## src/verilog/pmmo_map.svh

```systemverilog
// address map constants for the program memory overlay block
`ifndef PMMO_MAP_SVH
`define PMMO_MAP_SVH
`define PMMO_SPACE_TOP 16'hffff
`define PMMO_OPT_BASE 16'h0000
`define PMMO_RST_VEC 16'h0002
`define PMMO_WDT_VEC 16'h0004
`define PMMO_TRAP_VEC 16'h0006
`define PMMO_IRQ_VEC_LO 16'h0008
`define PMMO_IRQ_VEC_HI 16'h0037
`define PMMO_CODE_BASE 16'h0038
`define PMMO_INFO_BASE 16'hfe00
`define PMMO_PARTID_LO 9'h040
`define PMMO_PARTID_HI 9'h053
`define PMMO_OVL_EN_BIT 7
`define PMMO_BLANK_BYTE 8'hff
`define PMMO_FLASH_TOP_DEF 16'hffff
`endif

```

## src/verilog/pmmo_pkg.sv

```systemverilog
// types for the program memory overlay block
package pmmo_pkg;
  typedef enum logic [1:0] {
    pmmo_src_fetch,
    pmmo_src_load,
    pmmo_src_dbg
  } pmmo_src_t;

  typedef struct packed {
    logic valid;
    logic wr;
    pmmo_src_t src;
    logic [15:0] addr;
    logic [7:0] wdata;
  } pmmo_req_t;

  typedef struct packed {
    logic valid;
    logic [7:0] rdata;
  } pmmo_rsp_t;

  typedef enum logic [1:0] {
    pmmo_region_vec,
    pmmo_region_code,
    pmmo_region_info,
    pmmo_region_blank
  } pmmo_region_t;
endpackage : pmmo_pkg

```

## src/verilog/pmmo_info_rom.sv

```systemverilog
// read-only information area contents, part id and reserved bytes
`include "pmmo_map.svh"
module pmmo_info_rom
  import pmmo_pkg::*;
#(
  parameter logic [159:0] PART_ID = {"PARTID-0000", 72'h0}
) (
  input wire logic [8:0] idx,
  output logic [7:0] data
);
  logic [8:0] off;

  // part id sits left-justified, first char in the top byte of PART_ID
  always_comb begin
    off = idx - `PMMO_PARTID_LO;
    if (idx >= `PMMO_PARTID_LO && idx <= `PMMO_PARTID_HI) begin // RULE13
      data = PART_ID[8'(159 - 8 * off) -: 8];
    end else begin
      // reserved locations read as erased
      data = `PMMO_BLANK_BYTE;
    end
  end
endmodule : pmmo_info_rom

```

## src/verilog/pmmo_decoder.sv

```systemverilog
// program memory decoder with information area overlay
//
// Functional notes
// [RULE1] decode the full 16-bit, 64KB program space for every variant
// [RULE2] flash spans zero to a per-variant top, 16KB up to 64KB
// [RULE3] reads above implemented flash return ff
// [RULE4] writes above implemented flash are dropped, nothing changes
// [RULE5] low 56 bytes hold option bits, reset, watchdog, trap, irq vectors
// [RULE6] the separate data memory space has no storage, nothing answers
// [RULE7] info area reachable only while page select bit 7 is set
// [RULE8] overlay covers fe00 through ffff when enabled
// [RULE9] both program space loads return info bytes in overlaid range
// [RULE10] debugger reads in overlaid range return info bytes too
// [RULE11] instruction fetches always read flash, overlay ignored; fetches above FLASH_TOP get ff with no flash read
// [RULE12] info area is read only, writes never alter it
// [RULE13] fe40 to fe53 hold a 20 char null padded part id
// [RULE14] with overlay off, fe00 to ffff come from flash or read ff
`include "pmmo_map.svh"
module pmmo_decoder
  import pmmo_pkg::*;
#(
  parameter logic [15:0] FLASH_TOP = `PMMO_FLASH_TOP_DEF,
  parameter logic [159:0] PART_ID = {"PARTID-0000", 72'h0}
) (
  input wire logic mclk,
  input wire logic rst,
  input wire pmmo_req_t req,
  input wire logic [7:0] page_sel,
  input wire logic data_space_req,
  input wire logic [7:0] flash_rdata,
  output pmmo_rsp_t rsp_ff,
  output logic data_space_ack_ff,
  output logic [15:0] flash_addr_ff,
  output logic flash_rd_ff,
  output logic flash_wr_ff,
  output logic [7:0] flash_wdata_ff,
  output pmmo_region_t region_ff
);
  logic in_flash;
  logic in_overlay;
  logic in_vec;
  logic ovl_en;
  logic use_info;

  logic is_rd;
  logic is_wr;
  logic rd_info;
  logic rd_blank;
  logic rd_flash;
  logic wr_flash;

  logic [7:0] info_byte;
  logic info_pend_ff;
  logic blank_pend_ff;
  logic flash_pend_ff;
  logic [7:0] info_hold_ff;
  logic [7:0] nxt_rdata;
  pmmo_region_t nxt_region;

  // 16-bit compare covers the whole space whatever the variant
  assign in_flash = req.addr <= FLASH_TOP; // RULE1 RULE2
  assign in_vec = req.addr < `PMMO_CODE_BASE; // RULE5
  assign ovl_en = page_sel[`PMMO_OVL_EN_BIT]; // RULE7
  assign in_overlay = req.addr >= `PMMO_INFO_BASE; // RULE8
  // fetches bypass the overlay; only loads and debugger reads see it
  assign use_info = ovl_en && in_overlay && !req.wr
                    && (req.src != pmmo_src_fetch); // RULE9 RULE10 RULE11

  // access classes; exactly one read class is set per valid read
  assign is_rd = req.valid && !req.wr;
  assign is_wr = req.valid && req.wr;
  assign rd_info = is_rd && use_info;
  assign rd_blank = is_rd && !use_info && !in_flash; // RULE3 RULE14
  assign rd_flash = is_rd && !use_info && in_flash;
  // overlay state does not redirect writes; info area stays intact
  assign wr_flash = is_wr && in_flash; // RULE4 RULE12 RULE14

  pmmo_info_rom #(
    .PART_ID(PART_ID)
  ) u_rom (
    .idx(req.addr[8:0]),
    .data(info_byte)
  );

  // region classification, kept for observation of the decode
  always_comb begin
    if (use_info) begin
      nxt_region = pmmo_region_info;
    end else if (!in_flash) begin
      nxt_region = pmmo_region_blank;
    end else if (in_vec) begin
      nxt_region = pmmo_region_vec; // RULE5
    end else begin
      nxt_region = pmmo_region_code;
    end
  end

  // read strobe to the array, one cycle per access
  always_ff @(posedge mclk) begin
    if (rst) begin
      flash_rd_ff <= 1'b0;
    end else begin
      flash_rd_ff <= rd_flash; // RULE11
    end
  end

  // write strobe; unimplemented space never sees one
  always_ff @(posedge mclk) begin
    if (rst) begin
      flash_wr_ff <= 1'b0;
    end else begin
      flash_wr_ff <= wr_flash; // RULE4
    end
  end

  // address held until the next in-range access
  always_ff @(posedge mclk) begin
    if (rst) begin
      flash_addr_ff <= 16'h0;
    end else if (req.valid && in_flash) begin
      flash_addr_ff <= req.addr;
    end
  end

  // write data follows the address so the pair never splits
  always_ff @(posedge mclk) begin
    if (rst) begin
      flash_wdata_ff <= 8'h0;
    end else if (req.valid && in_flash) begin
      flash_wdata_ff <= req.wdata;
    end
  end

  // pending info answer for the cycle after the request
  always_ff @(posedge mclk) begin
    if (rst) begin
      info_pend_ff <= 1'b0;
    end else begin
      info_pend_ff <= rd_info;
    end
  end

  // pending blank answer, no array access behind it
  always_ff @(posedge mclk) begin
    if (rst) begin
      blank_pend_ff <= 1'b0;
    end else begin
      blank_pend_ff <= rd_blank;
    end
  end

  // pending array answer, data arrives while flash_rd_ff stands
  always_ff @(posedge mclk) begin
    if (rst) begin
      flash_pend_ff <= 1'b0;
    end else begin
      flash_pend_ff <= rd_flash;
    end
  end

  // captured every cycle to keep the rom path one flop deep;
  // the pend flag alone decides whether the byte is ever used
  always_ff @(posedge mclk) begin
    if (rst) begin
      info_hold_ff <= 8'h0;
    end else begin
      info_hold_ff <= info_byte;
    end
  end

  // class of the last valid request, for observation only
  always_ff @(posedge mclk) begin
    if (rst) begin
      region_ff <= pmmo_region_vec;
    end else if (req.valid) begin
      region_ff <= nxt_region;
    end
  end

  // answer byte: info area, blank fill or what the array returned;
  // holds the last answer when nothing is pending
  always_comb begin
    nxt_rdata = rsp_ff.rdata;
    if (info_pend_ff) begin
      nxt_rdata = info_hold_ff; // RULE9 RULE10 RULE13
    end else if (blank_pend_ff) begin
      nxt_rdata = `PMMO_BLANK_BYTE; // RULE3 RULE14
    end else if (flash_pend_ff) begin
      nxt_rdata = flash_rdata; // RULE11
    end
  end

  // read answer two cycles after request, flash given one cycle to respond
  always_ff @(posedge mclk) begin
    if (rst) begin
      rsp_ff <= '0;
    end else begin
      rsp_ff.valid <= info_pend_ff || blank_pend_ff || flash_pend_ff;
      rsp_ff.rdata <= nxt_rdata;
    end
  end

  // data memory space has nothing behind it: never acknowledged;
  // the strobe is kept as a port so the core side needs no stub
  always_ff @(posedge mclk) begin
    if (rst) begin
      data_space_ack_ff <= 1'b0;
    end else begin
      data_space_ack_ff <= 1'b0 & data_space_req; // RULE6
    end
  end
endmodule : pmmo_decoder

```

## config.mk

```make
export PLATFORM = sky130hd
export DESIGN_NAME = pmmo_decoder
export DESIGN_NICKNAME = d
export VERILOG_FILES = /design/src/verilog/pmmo_pkg.sv /design/src/verilog/pmmo_info_rom.sv /design/src/verilog/pmmo_decoder.sv
export VERILOG_INCLUDE_DIRS = /design/src /design/src/verilog
export SDC_FILE = /design/constraint.sdc
export NUM_CORES = 1
export LEC_CHECK = 0
export BUFFER_PORTS_ARGS = -buffer_cell sky130_fd_sc_hd__buf_2
export CORE_ASPECT_RATIO = 0.6
export CORE_MARGIN = 4
export CORE_UTILIZATION = 41
export CTS_CLUSTER_DIAMETER = 150
export CTS_CLUSTER_SIZE = 14
export DETAILED_ROUTE_END_ITERATION = 10
export GPL_TIMING_DRIVEN = 1
export PLACE_DENSITY_LB_ADDON = 0.08
export SLEW_MARGIN = 30
export SYNTH_ARGS = -nofsm -noshare
export SYNTH_HDL_FRONTEND = slang
export SYNTH_HIERARCHICAL = 1
export SYNTH_SLANG_ARGS = --single-unit
```

## constraint.sdc

```tcl
create_clock -name mclk -period 1.8 [get_ports mclk]
set_input_delay 0.27 -clock mclk [delete_from_list [all_inputs] [get_ports mclk]]
set_output_delay 0.27 -clock mclk [all_outputs]
set_load 0.1 [all_outputs]
```

==> results summary <==
In this design, the stage delay of the slowest critical-path cell is 0.45 ns. For this run, the top clock speed supported by timing is 649 MHz. The number of pins exceeding their max-slew limit in the final report is 0.

The area inside the core boundary is 4640 sq um. Using the TritonRoute via totals, the vias-per-cell ratio works out to 4.59. The slew of the pin with the lowest slew margin is 0.517 ns. The area enclosed by the die boundary came out at 6100 sq um. The number of buffers added for setup after CTS is 0.

The buffer depth of the longest clock path is 2. The die height came out at 62.1 microns. The synthesized area per cell came out at 9.67 sq um. The net count reported at finish came out at 336.

The type of the worst min-delay path is in -> reg. The reported leakage power is 1.24 nW. For met1 alone, demand over resource in global routing was 19.8%. Summed over all instances, the cell type with the most area after synthesis is sky130_fd_sc_hd__dfxtp_1. During placement, the flow inserted port buffers numbering 75.

The number of flip-flops and latches in the synthesized netlist came out at 46. STA puts the critical path data required time at 1.53 ns. In this run the core area contains 19 standard-cell rows. The number of antenna violations at the first check in global routing came out at 0. The setup TNS came out at 0 ns. The routed layout has 1585 vias. The number of CTS-inserted buffers came out at 5. The met2 routing resource usage after global routing came out at 18.9%. The top cell type by area accounts for 46.0% of the synthesized area.

The total overflow left after global routing is 0. The finished layout holds 345 standard cells, fillers aside. Power spread over the standard cell area amounts to 920 nW/um^2. The last weighted congestion value of the routability-driven placer came out at 0.774.

The number of setup violations in the final report is 0. The remaining routing DRC violations is 0. The post-synthesis instance area is 2000 sq um. The share of layout cells above drive strength 1 came out at 33.0%. The count of buffer and inverter cells on the critical path came out at 2. The repair_antennas step left the layout with diodes totalling 0.

The sum of internal, switching and leakage power is 2.32 mW. The distinct cell type count after synthesis came out at 31. After clock tree synthesis, the repair step resized 0 gates.

The number of placed cells counting well taps is 337. In this run the worst path has a maximum fanout of 10. Sequential cells were found to cover 46.0% of the synthesized design area. STA classifies the critical path endpoint as an output pin.

The post-synthesis instance total is 207. In the post-synthesis netlist, the biggest area contributors are sky130_fd_sc_hd__dfxtp_1 46%, sky130_fd_sc_hd__mux2i_1 17%, sky130_fd_sc_hd__nor2_1 8.6%. The starting density of the core is 43.2%. TritonCTS built the clock tree. At the end of the flow the core is filled with cells to 54.5%. The flow ran to the end, and the final reports show no timing, DRC or antenna violations. The wire length reported by the detailed router is 4200 microns. The largest clock skew in the final design came out at 0.00848 ns. The final antenna-violating net count came out at 0. The final critical path time including I/O delays and setup is 1.54 ns. From synthesis to final layout, the design area changed by 26.3%.

Clock tree synthesis selected as its root buffer the cell sky130_fd_sc_hd__clkbuf_8. The number of clock sinks came out at 46. Entering global routing, the biggest net connects 31 pins. The worst path uses 85.6% of the clock period.

The first global-routing pass estimated 6890 microns of wire. The placed wire-length estimate is 3140 microns. The worst pin sits at a relative slew slack of 65.5%. The worst setup path is of the reg -> out kind. CTS built an H-tree with a depth of 2.

The yosys synthesis warning count is 6. The average wire per standard cell is 12.2 microns. Counting every net in the synthesized netlist gives 262.

The first-pass iteration count of the detailed router came out at 4. Clock-pin slew was measured on the worst setup and hold paths at 0.10 ns. Setup repair after global routing left no endpoint under its margin.

The max-cap check violation count is 0. The clock network latency to the later pin of the worst-skew pair is 0.30 ns. The top-level I/O count came out at 85. The number of global-route vias before repair is 1459.

The number of buffers added to fix hold violations after cts is 0. The slowest stage of the critical path belongs to the cell sky130_fd_sc_hd__buf_2. The worst-case setup slack after placement came out at 0.186 ns. STA puts the critical path data arrival time at 1.27 ns. The most utilized layer in the global route result is met1. The met3 track utilization from global routing is 5.59%. The worst-case setup margin in the final layout came out at 0.259 ns. The kind of cell with the highest combined delay along the critical path is buffers and inverters. In this run the horizontal extent of the chip is 98.2 microns. Traced cell by cell, the critical path runs through buf_4 -> buf_2. The global-route usage over all layers is 13.7%.

In this run, the number of DRC markers left after iteration 0 of detailed routing was 71. The maximum VDD drop is 564 uV. The number of hold violations in the final report came out at 0. STA classifies the critical path startpoint as a flop.
## metal layers
layer | up-vias | part of all wire (%)
met4 | 0 | 0.83
met1 | 691 | 52
met5 | - | 0
met3 | 5 | 8.7
li1 | 839 | -
met2 | 50 | 39
## report_power, final
part	leakage (nW)	switching [mW]	internal, mW
registers	0.380	0.0215	1.07
logic	0.817	0.453	0.136
clock network	0.0447	0.363	0.280
total	1.24	0.838	1.49
## area by class of cell
type	instances	area, sq um
multi-input combinational	143	988
timing repair buffer	80	425
fill	432	2110
clock buffer	5	68.8
tap	63	78.8
sequential	46	921
inverter	5	18.8
clock inverter	3	25.0
## state kept, by name, summed over array words and instances, names as in the netlist
| register | cells |
|---|---|
| flash_wr_ff | 1 |
| flash_pend_ff | 1 |
| rsp_ff | 9 |
| info_hold_ff | 8 |
| region_ff | 2 |
| flash_addr_ff | 16 |
| info_pend_ff | 1 |
| flash_wdata_ff | 8 |
## path summary, 6_finish.rpt
check	depth (start not counted)	slack [ns]	end	startpoint
min reg2reg	2	0.47	rsp_ff[1]$_SDFFE_PP0P_	info_hold_ff[1]$_SDFF_PP0_
max	2	0.26	flash_rd_ff	flash_pend_ff$_SDFF_PP0_
min	2	0.17	flash_pend_ff$_SDFF_PP0_	req[26]
max reg2reg	5	0.70	rsp_ff[7]$_SDFFE_PP0P_	flash_pend_ff$_SDFF_PP0_
## cell usage after synthesis, drive strengths merged
cell type / instances
nor2: 46
and3b: 2
xor2: 1
nand3b: 1
o221ai: 1
dfxtp: 46
ha: 8
o2111ai: 1
mux2i: 33
o21bai: 1
nand2b: 2
nor4b: 1
clkbuf: 3
a211o: 1
a31oi: 1
or4b: 1
o31ai: 1
a21oi: 9
buf: 10
nand3: 9
nor4: 3
xnor2: 1
nor2b: 10
conb: 1
nand4: 3
nand2: 6
inv: 5
## kinds of logic after synthesis
group                      share of synthesized area (%)
buffers and inverters                               4.57
adders and majority gates                           5.00
other                                              0.187
muxes                                               16.5
and+or+nand+nor                                     21.1
DFF                                                 46.0
AOI/OAI and AO/OA                                   5.69
xor gates and xnor gates                           0.876
## per-stage QoR
step | hold WS [ns] | area [sq um]
global placement | 0.445 | 2430
CTS | 0.153 | 2530
detailed placement | 0.451 | 2430
finish | 0.167 | 2530
global route | 0.143 | 2530
floorplan | 0.347 | 2000
## cell usage in the layout, fill, tap and decap left out, drive strengths merged, types with 2 or more instances in the layout
cell	instances
nand3	9
inv	6
nor2	46
nor2b	10
nand2	6
a21oi	9
nand4	3
buf	80
and3b	2
clkbuf	5
nand2b	2
nor4	3
ha	8
dfxtp	46
mux2i	33
No activity file was read; power rests on OpenSTA's default activity.
